--- src/shared/bus_cmd_params.svh ---
// command byte codes, address layout, default address and buffer depth for the bus command decoder
// assumes: included by the decoder and its checker by bare name
`ifndef BUS_CMD_PARAMS_SVH
`define BUS_CMD_PARAMS_SVH
`define CMD_GO_LOCAL      8'h01
`define CMD_SEL_CLEAR     8'h04
`define CMD_TRIGGER       8'h08
`define CMD_LOCKOUT       8'h11
`define CMD_DEV_CLEAR     8'h14
`define CMD_POLL_ON       8'h18
`define CMD_POLL_OFF      8'h19
`define CMD_UNLISTEN      8'h3f
`define CMD_UNTALK        8'h5f
`define GRP_LISTEN        3'h1
`define GRP_TALK          3'h2
`define GRP_SECONDARY     3'h3
`define ADDR_MAX          5'h1e
`define ADDR_DEFAULT      5'h0f
`define BUF_DEPTH         2
`endif

--- src/shared/bus_cmd_pkg.sv ---
// types used by the bus command decoder only
// assumes: no other package
package bus_cmd_pkg;
  // one byte as received or sent, with its end marker
  typedef struct packed
  {
    logic [7:0] data;
    logic       eoi;
  } bus_byte_t;

  typedef enum logic [3:0]
  {
    HS_IDLE  = 4'b0001,
    HS_READY = 4'b0010,
    HS_TAKEN = 4'b0100,
    HS_DONE  = 4'b1000
  } accept_state_t;

  typedef enum logic [3:0]
  {
    SRC_IDLE  = 4'b0001,
    SRC_SETUP = 4'b0010,
    SRC_VALID = 4'b0100,
    SRC_WAIT  = 4'b1000
  } source_state_t;
endpackage

--- src/rtl/bus_cmd_decoder.sv ---
// instrument-side command decoder for a parallel instrument bus port
// assumes: bus pins already synchronous to i_clk, inverted outputs drive open-collector buffers
//
// Operation
// RULE1 - uniline lines are active low
// RULE2 - remote enable true leaves local mode
// RULE3 - controller sets remote before programming
// RULE4 - end-or-identify marks last byte
// RULE5 - interface clear idles talker and listener
// RULE6 - attention-true bytes decode as commands
// RULE7 - assert service request when attention needed
// RULE8 - universal commands act without addressing
// RULE9 - byte 11 enters local lockout
// RULE10 - byte 14 clears to power-up defaults
// RULE11 - bytes 18/19 enter/leave serial poll
// RULE12 - addressed commands need listener addressing
// RULE13 - byte 04 clears when listening
// RULE14 - byte 01 returns to local when listening
// RULE15 - byte 08 triggers action when listening
// RULE16 - 20-3F listen addresses, match makes listener
// RULE17 - 40-5F talk addresses, match makes talker
// RULE18 - secondary group 60-7F ignored
// RULE19 - 3F unlistens, 5F untalks
// RULE20 - attention-false data delivered only when listening
// RULE21 - controller: unlisten, listen address, command
// RULE22 - controller: address then data with attention false
// RULE23 - interlocked three-wire byte handshake
// RULE24 - primary address 0 to 30
// RULE25 - data lines active low, first is lsb
// RULE26 - serial poll talker sends status byte
// RULE27 - other talk address idles talker
`timescale 1ns/1ps
`include "bus_cmd_params.svh"

module bus_cmd_decoder
#(
  parameter logic [4:0] PRIMARY_ADDR = `ADDR_DEFAULT
)
(
  input  wire logic       i_clk,
  input  wire logic       i_resetn,
  // bus side, active low as on the wires except the active-high output enables
  input  wire logic       i_atn_n,
  input  wire logic       i_ifc_n,
  input  wire logic       i_ren_n,
  input  wire logic       i_eoi_n,
  input  wire logic       i_dav_n,
  input  wire logic       i_nrfd_n,
  input  wire logic       i_ndac_n,
  input  wire logic [7:0] i_dio_n,
  output logic [7:0]      o_dio_n,
  output logic            o_dio_oe,
  output logic            o_dav_n,
  output logic            o_dav_oe,
  output logic            o_eoi_n,
  output logic            o_eoi_oe,
  output logic            o_nrfd_n,
  output logic            o_nrfd_oe,
  output logic            o_ndac_n,
  output logic            o_ndac_oe,
  output logic            o_srq_n,
  output logic            o_srq_oe,
  // instrument side
  input  wire logic       i_lockout_cfg,
  input  wire logic       i_local_key,
  input  wire logic       i_srq_req,
  input  wire logic [7:0] i_status,
  input  wire logic [8:0] i_tx,
  input  wire logic       i_tx_valid,
  output logic            o_tx_ready,
  output logic [8:0]      o_rx,
  output logic            o_rx_valid,
  input  wire logic       i_rx_ready,
  output logic            o_remote,
  output logic            o_lockout,
  output logic            o_panel_locked,
  output logic            o_listener,
  output logic            o_talker,
  output logic            o_poll_mode,
  output logic            o_dev_clear,
  output logic            o_trigger
);

  if (PRIMARY_ADDR > `ADDR_MAX)
  begin : g_addr_check
    $error("primary address above 30");  // see RULE24
  end

  // ----------------------------------------------------------------
  // line decode
  // ----------------------------------------------------------------
  logic       atn, ifc, ren, dav, nrfd, ndac;
  logic [7:0] din;
  assign atn  = ~i_atn_n;  // see RULE1
  assign ifc  = ~i_ifc_n;
  assign ren  = ~i_ren_n;
  assign dav  = ~i_dav_n;
  assign nrfd = ~i_nrfd_n;
  assign ndac = ~i_ndac_n;
  assign din  = ~i_dio_n;  // see RULE25

  bus_cmd_pkg::accept_state_t acc_q;
  bus_cmd_pkg::source_state_t src_q;
  logic listen_q, talk_q, remote_q, llo_q, poll_q, srq_q, poll_sent_q, local_hold_q;
  logic       rxbuf_ready;
  logic       take;
  bus_cmd_pkg::bus_byte_t rx_byte;

  // accept only when the receive buffer has room; attention bytes always fit
  logic can_accept;
  assign can_accept = atn | rxbuf_ready;

  // ----------------------------------------------------------------
  // acceptor handshake
  // ----------------------------------------------------------------
  always_ff @(posedge i_clk)
  begin
    if (!i_resetn)
      acc_q <= bus_cmd_pkg::HS_IDLE;
    else
    begin
      unique case (acc_q)
        bus_cmd_pkg::HS_IDLE:  if (can_accept) acc_q <= bus_cmd_pkg::HS_READY;
        bus_cmd_pkg::HS_READY: if (dav) acc_q <= bus_cmd_pkg::HS_TAKEN;  // see RULE23
        bus_cmd_pkg::HS_TAKEN: acc_q <= bus_cmd_pkg::HS_DONE;
        bus_cmd_pkg::HS_DONE:  if (!dav) acc_q <= bus_cmd_pkg::HS_IDLE;
      endcase
    end
  end

  // only take part when attention is on or this port is addressed to listen
  logic acc_active;
  assign acc_active = atn | listen_q;
  assign take       = (acc_q == bus_cmd_pkg::HS_TAKEN) & acc_active;
  assign rx_byte    = '{data: din, eoi: ~i_eoi_n};  // see RULE4

  always_ff @(posedge i_clk)
  begin
    if (!i_resetn)
    begin
      o_nrfd_n  <= 1'b1;
      o_nrfd_oe <= 1'b0;
      o_ndac_n  <= 1'b1;
      o_ndac_oe <= 1'b0;
    end
    else
    begin
      o_nrfd_oe <= acc_active & (acc_q != bus_cmd_pkg::HS_READY);
      o_nrfd_n  <= ~(acc_active & (acc_q != bus_cmd_pkg::HS_READY));
      o_ndac_oe <= acc_active & (acc_q != bus_cmd_pkg::HS_DONE);
      o_ndac_n  <= ~(acc_active & (acc_q != bus_cmd_pkg::HS_DONE));
    end
  end

  // ----------------------------------------------------------------
  // command decode
  // ----------------------------------------------------------------
  logic cmd, is_clear, is_local;
  assign cmd      = take & atn;  // see RULE6
  assign is_clear = cmd & ((din == `CMD_DEV_CLEAR) | (listen_q & din == `CMD_SEL_CLEAR));  // see RULE10 see RULE13
  assign is_local = cmd & listen_q & (din == `CMD_GO_LOCAL);  // see RULE12 see RULE14

  always_ff @(posedge i_clk)
  begin
    if (!i_resetn || ifc)  // see RULE5
    begin
      listen_q <= 1'b0;
      talk_q   <= 1'b0;
    end
    else if (cmd && din[7:5] == `GRP_LISTEN)
    begin
      if (din == `CMD_UNLISTEN)
        listen_q <= 1'b0;  // see RULE19
      else if (din[4:0] == PRIMARY_ADDR)
        listen_q <= 1'b1;  // see RULE16
    end
    else if (cmd && din[7:5] == `GRP_TALK)
    begin
      // own address makes us talker, any other one idles us
      talk_q <= (din != `CMD_UNTALK) && (din[4:0] == PRIMARY_ADDR);  // see RULE17 see RULE19 see RULE27
    end
    // secondary group bytes fall through untouched, see RULE18
  end

  always_ff @(posedge i_clk)
  begin
    if (!i_resetn || !ren)
    begin
      remote_q     <= 1'b0;
      llo_q        <= 1'b0;
      local_hold_q <= 1'b0;
    end
    else
    begin
      // go-to-local must stick, else remote comes straight back while enable is held
      if (is_local)
        local_hold_q <= 1'b1;
      else if (cmd && din == {`GRP_LISTEN, PRIMARY_ADDR})
        local_hold_q <= 1'b0;
      if (is_local)
        remote_q <= 1'b0;
      else if (!remote_q && !local_hold_q && !(i_local_key && !llo_q))
        remote_q <= 1'b1;  // see RULE2
      if (is_local && !i_lockout_cfg)
        llo_q <= 1'b0;
      else if (cmd && din == `CMD_LOCKOUT)
        llo_q <= 1'b1;  // see RULE8 see RULE9
    end
  end

  always_ff @(posedge i_clk)
  begin
    if (!i_resetn || ifc)
      poll_q <= 1'b0;
    else if (cmd && din == `CMD_POLL_ON)
      poll_q <= 1'b1;  // see RULE11
    else if (cmd && din == `CMD_POLL_OFF)
      poll_q <= 1'b0;
  end

  always_ff @(posedge i_clk)
  begin
    if (!i_resetn)
    begin
      o_dev_clear    <= 1'b0;
      o_trigger      <= 1'b0;
      o_remote       <= 1'b0;
      o_lockout      <= 1'b0;
      o_panel_locked <= 1'b0;
      o_listener     <= 1'b0;
      o_talker       <= 1'b0;
      o_poll_mode    <= 1'b0;
    end
    else
    begin
      o_dev_clear    <= is_clear;
      o_trigger      <= cmd & listen_q & (din == `CMD_TRIGGER);  // see RULE15
      o_remote       <= remote_q;
      o_lockout      <= llo_q;
      // lockout config freezes all panel controls but the local key
      o_panel_locked <= remote_q & (llo_q | i_lockout_cfg);  // see RULE2
      o_listener     <= listen_q;
      o_talker       <= talk_q;
      o_poll_mode    <= poll_q;
    end
  end

  // ----------------------------------------------------------------
  // receive buffer, two entries so a stalled reader loses nothing
  // ----------------------------------------------------------------
  bus_cmd_pkg::bus_byte_t rbuf [`BUF_DEPTH];
  logic [1:0] rcnt_q;
  logic       rwr_q, rrd_q;
  logic       push, pop;
  assign rxbuf_ready = (rcnt_q != 2'(`BUF_DEPTH));
  assign push        = take & ~atn & listen_q;  // see RULE20
  assign pop         = o_rx_valid & i_rx_ready;

  always_ff @(posedge i_clk)
  begin
    if (!i_resetn || is_clear)
    begin
      rcnt_q <= 2'h0;
      rwr_q  <= 1'b0;
      rrd_q  <= 1'b0;
    end
    else
    begin
      if (push)
      begin
        rbuf[rwr_q] <= rx_byte;
        rwr_q       <= ~rwr_q;
      end
      if (pop)
        rrd_q <= ~rrd_q;
      rcnt_q <= rcnt_q + 2'(push) - 2'(pop);
    end
  end

  // output stage registered from the buffer head
  always_ff @(posedge i_clk)
  begin
    if (!i_resetn || is_clear)
    begin
      o_rx_valid <= 1'b0;
      o_rx       <= 9'h000;
    end
    else
    begin
      o_rx_valid <= (rcnt_q - 2'(pop)) != 2'h0;
      o_rx       <= rbuf[pop ? ~rrd_q : rrd_q];
    end
  end

  // ----------------------------------------------------------------
  // source handshake
  // ----------------------------------------------------------------
  logic src_go, tx_take;
  bus_cmd_pkg::bus_byte_t tx_byte;
  assign src_go  = talk_q & ~atn & (poll_q ? ~poll_sent_q : i_tx_valid);
  assign tx_take = (src_q == bus_cmd_pkg::SRC_IDLE) & src_go & ~poll_q;

  always_ff @(posedge i_clk)
  begin
    if (!i_resetn || ifc || atn)
      src_q <= bus_cmd_pkg::SRC_IDLE;
    else
    begin
      unique case (src_q)
        bus_cmd_pkg::SRC_IDLE:  if (src_go) src_q <= bus_cmd_pkg::SRC_SETUP;
        bus_cmd_pkg::SRC_SETUP: if (!nrfd) src_q <= bus_cmd_pkg::SRC_VALID;  // see RULE23
        bus_cmd_pkg::SRC_VALID: if (!ndac) src_q <= bus_cmd_pkg::SRC_WAIT;
        bus_cmd_pkg::SRC_WAIT:  src_q <= bus_cmd_pkg::SRC_IDLE;
      endcase
    end
  end

  always_ff @(posedge i_clk)
  begin
    if (!i_resetn)
      tx_byte <= '{data: 8'h00, eoi: 1'b0};
    else if (src_q == bus_cmd_pkg::SRC_IDLE && src_go && poll_q)
      tx_byte <= '{data: {i_status[7], srq_q, i_status[5:0]}, eoi: 1'b0};  // see RULE26
    else if (src_q == bus_cmd_pkg::SRC_IDLE && src_go)
      tx_byte <= '{data: i_tx[8:1], eoi: i_tx[0]};
  end

  always_ff @(posedge i_clk)
  begin
    if (!i_resetn)
      o_tx_ready <= 1'b0;
    else
      o_tx_ready <= 1'b0 | (tx_take & ~o_tx_ready);
  end

  always_ff @(posedge i_clk)
  begin
    if (!i_resetn)
    begin
      o_dio_n  <= 8'hff;
      o_dio_oe <= 1'b0;
      o_dav_n  <= 1'b1;
      o_dav_oe <= 1'b0;
      o_eoi_n  <= 1'b1;
      o_eoi_oe <= 1'b0;
    end
    else
    begin
      o_dio_oe <= (src_q != bus_cmd_pkg::SRC_IDLE);
      o_dio_n  <= ~tx_byte.data;  // see RULE25
      o_dav_oe <= (src_q == bus_cmd_pkg::SRC_VALID);
      o_dav_n  <= ~(src_q == bus_cmd_pkg::SRC_VALID);
      o_eoi_oe <= (src_q != bus_cmd_pkg::SRC_IDLE) & tx_byte.eoi;  // see RULE4
      o_eoi_n  <= ~((src_q != bus_cmd_pkg::SRC_IDLE) & tx_byte.eoi);
    end
  end

  // ----------------------------------------------------------------
  // service request
  // ----------------------------------------------------------------
  // a new request in the read cycle wins over the clear
  always_ff @(posedge i_clk)
  begin
    if (!i_resetn || is_clear)
    begin
      srq_q       <= 1'b0;
      poll_sent_q <= 1'b0;
    end
    else
    begin
      if (i_srq_req)
        srq_q <= 1'b1;  // see RULE7
      else if (poll_q && src_q == bus_cmd_pkg::SRC_WAIT)
        srq_q <= 1'b0;  // see RULE26
      if (!poll_q || atn)
        poll_sent_q <= 1'b0;
      else if (src_q == bus_cmd_pkg::SRC_WAIT)
        poll_sent_q <= 1'b1;
    end
  end

  always_ff @(posedge i_clk)
  begin
    if (!i_resetn)
    begin
      o_srq_n  <= 1'b1;
      o_srq_oe <= 1'b0;
    end
    else
    begin
      o_srq_n  <= ~srq_q;
      o_srq_oe <= srq_q;
    end
  end

endmodule // bus_cmd_decoder

--- config.mk ---
export PLATFORM = sky130hd
export DESIGN_NAME = bus_cmd_decoder
export DESIGN_NICKNAME = d
export VERILOG_FILES = /design/src/shared/bus_cmd_pkg.sv /design/src/rtl/bus_cmd_decoder.sv
export VERILOG_INCLUDE_DIRS = /design/src /design/src/shared
export SDC_FILE = /design/constraint.sdc
export NUM_CORES = 1
export LEC_CHECK = 0
export ABC_AREA = 1
export ABC_CLOCK_PERIOD_IN_PS = 3550
export BUFFER_PORTS_ARGS = -buffer_cell sky130_fd_sc_hd__buf_2
export CAP_MARGIN = 20
export CORE_MARGIN = 2
export CORE_UTILIZATION = 25
export DETAILED_ROUTE_END_ITERATION = 8
export HOLD_SLACK_MARGIN = 0.12
export SYNTH_ARGS = -nofsm -noshare
export SYNTH_HDL_FRONTEND = slang
export SYNTH_SLANG_ARGS = --single-unit
export TNS_END_PERCENT = 10
--- constraint.sdc ---
create_clock -name i_clk -period 3.55 [get_ports i_clk]
set_clock_uncertainty 0.1 [all_clocks]
set_input_delay 0.71 -clock i_clk [delete_from_list [all_inputs] [get_ports i_clk]]
set_output_delay 0.71 -clock i_clk [all_outputs]
set_load 0.01 [all_outputs]
==> Word-level counts from Yosys, hierarchy flattened <==
Memory sizes are Yosys's and may differ from the RTL's. A register that Yosys moved wholly into a read port is not among the register bits.
Index checks and enable logic that the tools add are counted.
{ "classes": {"n_addsub": 3, "n_eq_ne": 31, "muxes": 23, "n_bitwise": 40, "reduce_logical": 40} }
{ "op_table": {"columns": ["operator", "n"], "rows": [
  ["equality test 8 x 5 -> 1 bit, second input constant", 4],
  ["one-hot mux 4 bit (4 select lines)", 2],
  ["2-to-1 mux 4 bit", 6],
  ["bitwise AND 1 bit", 19],
  ["2-to-1 mux 9 bit", 2],
  ["equality test 8 x 6 -> 1 bit, second input constant", 2],
  ["NOT 8 bit", 2],
  ["NOT 1 bit", 15],
  ["logical AND 1 bit", 14],
  ["inequality test 2 bit, second input constant", 7],
  ["2-to-1 mux 1 bit", 13],
  ["nonzero test 2 bit", 6],
  ["equality test 4 x 1 -> 1 bit, second input constant", 2],
  ["equality test 4 x 2 -> 1 bit, second input constant", 2],
  ["equality test 4 x 3 -> 1 bit, second input constant", 2],
  ["equality test 4 bit, second input constant", 2],
  ["equality test 8 x 1 -> 1 bit, second input constant", 1],
  ["equality test 8 x 3 -> 1 bit, second input constant", 1],
  ["equality test 8 x 4 -> 1 bit, second input constant", 1],
  ["inequality test 8 x 7 -> 1 bit, second input constant", 1],
  ["OR reduction 2 bit", 4],
  ["zero test 1 bit", 7],
  ["AND reduction 3 bit", 2],
  ["equality test 5 x 4 -> 1 bit, second input constant", 1],
  ["10 further kinds", 19]
]} }
{ "word_totals": {"register_bits": 58, "ram_bits": 18, "input_bits": 39, "output_inout_bits": 38, "elab_cells": 175, "n_memories": 1} }
{ "mem_list": {"columns": ["memory", "words", "word_bits", "rd", "rd_clocked_by_memory_dff", "write_ports", "line", "text"], "rows": [
  ["rbuf", 2, 9, 1, 1, 1, "bus_cmd_decoder.sv:251", "bus_cmd_pkg::bus_byte_t rbuf [`BUF_DEPTH];"]
]} }

==> Longest topological paths before layout <==
{ "depth": {"depth_word": 8, "depth_mapped": 12, "mapped_depth_nobuf": 12} }

==> Worst setup path after synthesis <==
OpenSTA, ideal clock, no wires.
{ "synth_timing": {"path_kind": "input -> register", "from": "in i_dio_n[7]", "to": "mem rbuf[0][0] in the netlist's numbering (enable)", "setup_ns": 0.345, "arrival_ns": 1.575, "required_time_ns": 3.105, "path_slack_ns": 1.530, "stages": 8, "path_buffers": 1, "path_cell_list": "nand2_1 inv_1 nand2_1 nand2_1 nand3_2 nand2_4 buf_12 nor2_2"} }
{ "synth_between": {"elab_chain_cells": 8, "word_cells_on_any_way": 9, "classes_between": "2 x eq/ne; 2 x mux; 4 x bitwise; 1 x reduce/logical"} }
{ "synth_rtl": {"columns": ["item", "line", "text"], "rows": [
  ["start, declared", "bus_cmd_decoder.sv:50", "input wire logic [7:0] i_dio_n,"],
  ["NOT 8 bit (*)", "bus_cmd_decoder.sv:100", "assign din = ~i_dio_n;"],
  ["equality test 8 x 3 -> 1 bit (no line)", null, null],
  ["bitwise AND 1 bit (no line)", null, null],
  ["bitwise OR 1 bit (*)", "bus_cmd_decoder.sv:160", "assign is_clear = cmd & ((din == `CMD_DEV_CLEAR) | (listen_q & din == `CMD_SEL_CLEAR));"],
  ["bitwise AND 1 bit (*)", "bus_cmd_decoder.sv:160", null],
  ["logical OR 1 bit (*)", "bus_cmd_decoder.sv:261", "if (!i_resetn || is_clear)"],
  ["2-to-1 mux 1 bit (*)", "bus_cmd_decoder.sv:261", null],
  ["2-to-1 mux 1 bit (not written as such) (*)", "bus_cmd_decoder.sv:271", "rbuf[rwr_q] <= rx_byte;"],
  ["end, declared", "bus_cmd_decoder.sv:251", null]
]} }
Mark *: on every way between the ends. The rest lies on a longest branch, timed or not.

==> Final worst setup path <==
{ "layout_timing": {"from": "in i_dio_n[7]", "to": "mem rbuf[1][3] in the netlist's numbering (enable)"} }
The elaborated chain is that of the path after synthesis.

==> metrics <==
TritonRoute pass-1 iters 4; area grow syn2layout 24.3%; Cells after Synth slightly above 400; min cycle time layout 2.02 ns; Clk Latency, worst-skew pair 0.33 ns; H-tree depth 3; P per Cell Area 464 nW/µm²; Core ar. 13200 µm²; Yosys reg bits 85; CTS buffer count 9; max cap viols 0; Pleak ~2.0 nW; Post-DRT Antenna Nets 0; Num Clock Sinks 85; GRT Total Usage 11.0%; period utilization 56.8%; vias in the first global route 2700; commonest non-fill, non-tap cells in the layout 96 x nand2_1, 76 x inv_1, 75 x buf_2, 67 x dfxtp_1, 53 x nor2_1; Final GP Congestion between 0.8 and 0.9; most common cell after layout, fill and taps aside nand2_1; Place WS 1.16 ns; Max-slew headroom 55.6%; Starting DRT DRC Count 99; mean post-synth cell area 8.27 µm²; area post-placement between 3000 and 4000 µm²; critical path data arrival time 1.89 ns; Die Wd 120 µm; Vias per Instance 3.99; post-CTS resize count 0; CP Class in -> reg; crit path capture type register; Max Fanout on Critical Path 18; post-CTS setup buffers 0; number of antenna violations at the first check in global routing 1; Vias 2672; HP Class reg -> reg; CTS max path bufs 2; # nets final 529; fin area 4180 µm²; Post-route DRC 0; Synth Cell Area 3360 µm²; PortBufs 75; total grt overflow 0; Pins Over Slew Limit 0; hold_buf cts 0; Final Power 1.94 mW; ratio of cells with drive above 1 in the final layout 22.3%; IO Count 77; DIE HEIGHT 120 µm; WL/cell 10.9 µm; maximum clock rate just under 500 MHz; syn nets 448; DP HPWL 5510 µm; std cell rows 42; final wirelength 7320 µm; Worst setup SP type input pin; post-synthesis cell type count 29; Starting Density 25.5%; setup ws final 1.53 ns; CTS tree yes; Die ar. 14400 µm²; Hold Vio Cnt, Final 0; status finished, final reports clean; post-route setup TNS 0 ns; first-pass GRT wire length 12300 µm; CTS root buf clkbuf_16; largest net degree at the start of global routing 26; RSZ-0062 raised after global routing false; Clock Pin Slew Worst Setup and Hold Paths 0.06 ns; Seq/Total Area, Yosys a little under three fifths; Slew @ Worst Pin 0.665 ns; Worst VDD drop 304 µV; final number of setup-violating endpoints 0; Crit path required time approximately 3.4 ns; synthesis warning total 0
==> layer usage <==
layer / track usage, % / vias up / part of all wire [%]
met1: 12.6 / 1183 / 45
met5: 0 / - / 0
met2: 17.9 / 66 / 46
met4: 3.53 / 0 / 1.2
met3: 5.32 / 8 / 7.8
li1: - / 1415 / -
==> worst paths after layout <==
| kind | startpoint | to | slack [ns] | cells after the start |
|---|---|---|---|---|
| setup / recovery | i_dio_n[7] | rbuf[1][3] | 1.53 | 8 |
| hold / removal | tx_byte[1] | o_dio_n[0] | 0.29 | 1 |
| setup reg to reg | acc_q[2] | rcnt_q[1] | 1.60 | 12 |
| hold reg to reg | tx_byte[1] | o_dio_n[0] | 0.29 | 1 |
==> cell type report <==
class	instances	area (µm²)
Inverter	78	293
Clock buffer	12	246
Multi-Input combinational cell	238	1130
Fill cell	1404	9010
Clock inverter	4	23.8
Antenna cell	1	2.50
Timing Repair Buffer	76	383
Tap cell	176	220
Sequential cell	85	1880
==> where the power goes <==
group          switching (mW)  internal, mW
clock                   0.360         0.489
sequential            0.00546         0.997
combinational          0.0577        0.0340
total                   0.423          1.52
==> cells in the mapped netlist, drive strengths merged <==
| library cell | count | area, µm² |
|---|---|---|
| o21ai | 13 | 65.1 |
| ha | 2 | 25.0 |
| nand3 | 31 | 183 |
| o21a | 1 | 7.51 |
| nand2 | 98 | 378 |
| xnor2 | 2 | 17.5 |
| nand3b | 2 | 15.0 |
| nand4 | 7 | 43.8 |
| xor2 | 1 | 16.3 |
| and2 | 1 | 6.26 |
| nor2 | 64 | 283 |
| inv | 78 | 293 |
| nor3 | 5 | 36.3 |
| edfxtp | 18 | 541 |
| buf | 6 | 57.6 |
| dfxtp | 67 | 1340 |
| a21oi | 10 | 50.1 |
| and3 | 1 | 6.26 |
==> worst max-delay path, cell delays in order <==
cell and delay, ns:
buf_2 0.12, nand2_1 0.10, inv_1 0.06, nand2_1 0.13, nand2_1 0.08, nand3_2 0.08
nand2_4 0.15, nor2_2 0.43
==> per-stage QoR <==
stage / instances / util [%] / hold slack, ns
floorplan: 407 / - / 0.259
global placement: 653 / 29.6 / 0.272
detailed placement: 653 / 29.6 / 0.270
CTS: 669 / 31.7 / 0.291
global route: 669 / 31.7 / 0.307
finish: 670 / 31.7 / 0.289
==> sequential cells by signal, indices dropped and copies added, names as in the netlist, 2 cells and up <==
register,count
acc_q,4
o_rx,9
src_q,4
o_dio_n,8
tx_byte,9
rbuf,18
rcnt_q,2
==> cells by family (layout without fill, tap and decap cells) <==
group / Yosys count / after routing / share of synthesized area, %
AO/OA/AOI/OAI: 24 / 24 / 3.64
XOR/XNOR: 3 / 3 / 1.00
adder cells (fa/ha/maj): 2 / 2 / 0.744
buffers and inverters: 84 / 170 / 10.4
flip-flops: 85 / 85 / 55.9
other: 0 / 1 / 0
AND/OR/NAND/NOR: 209 / 209 / 28.3
Power figures use the tool's default switching activity.
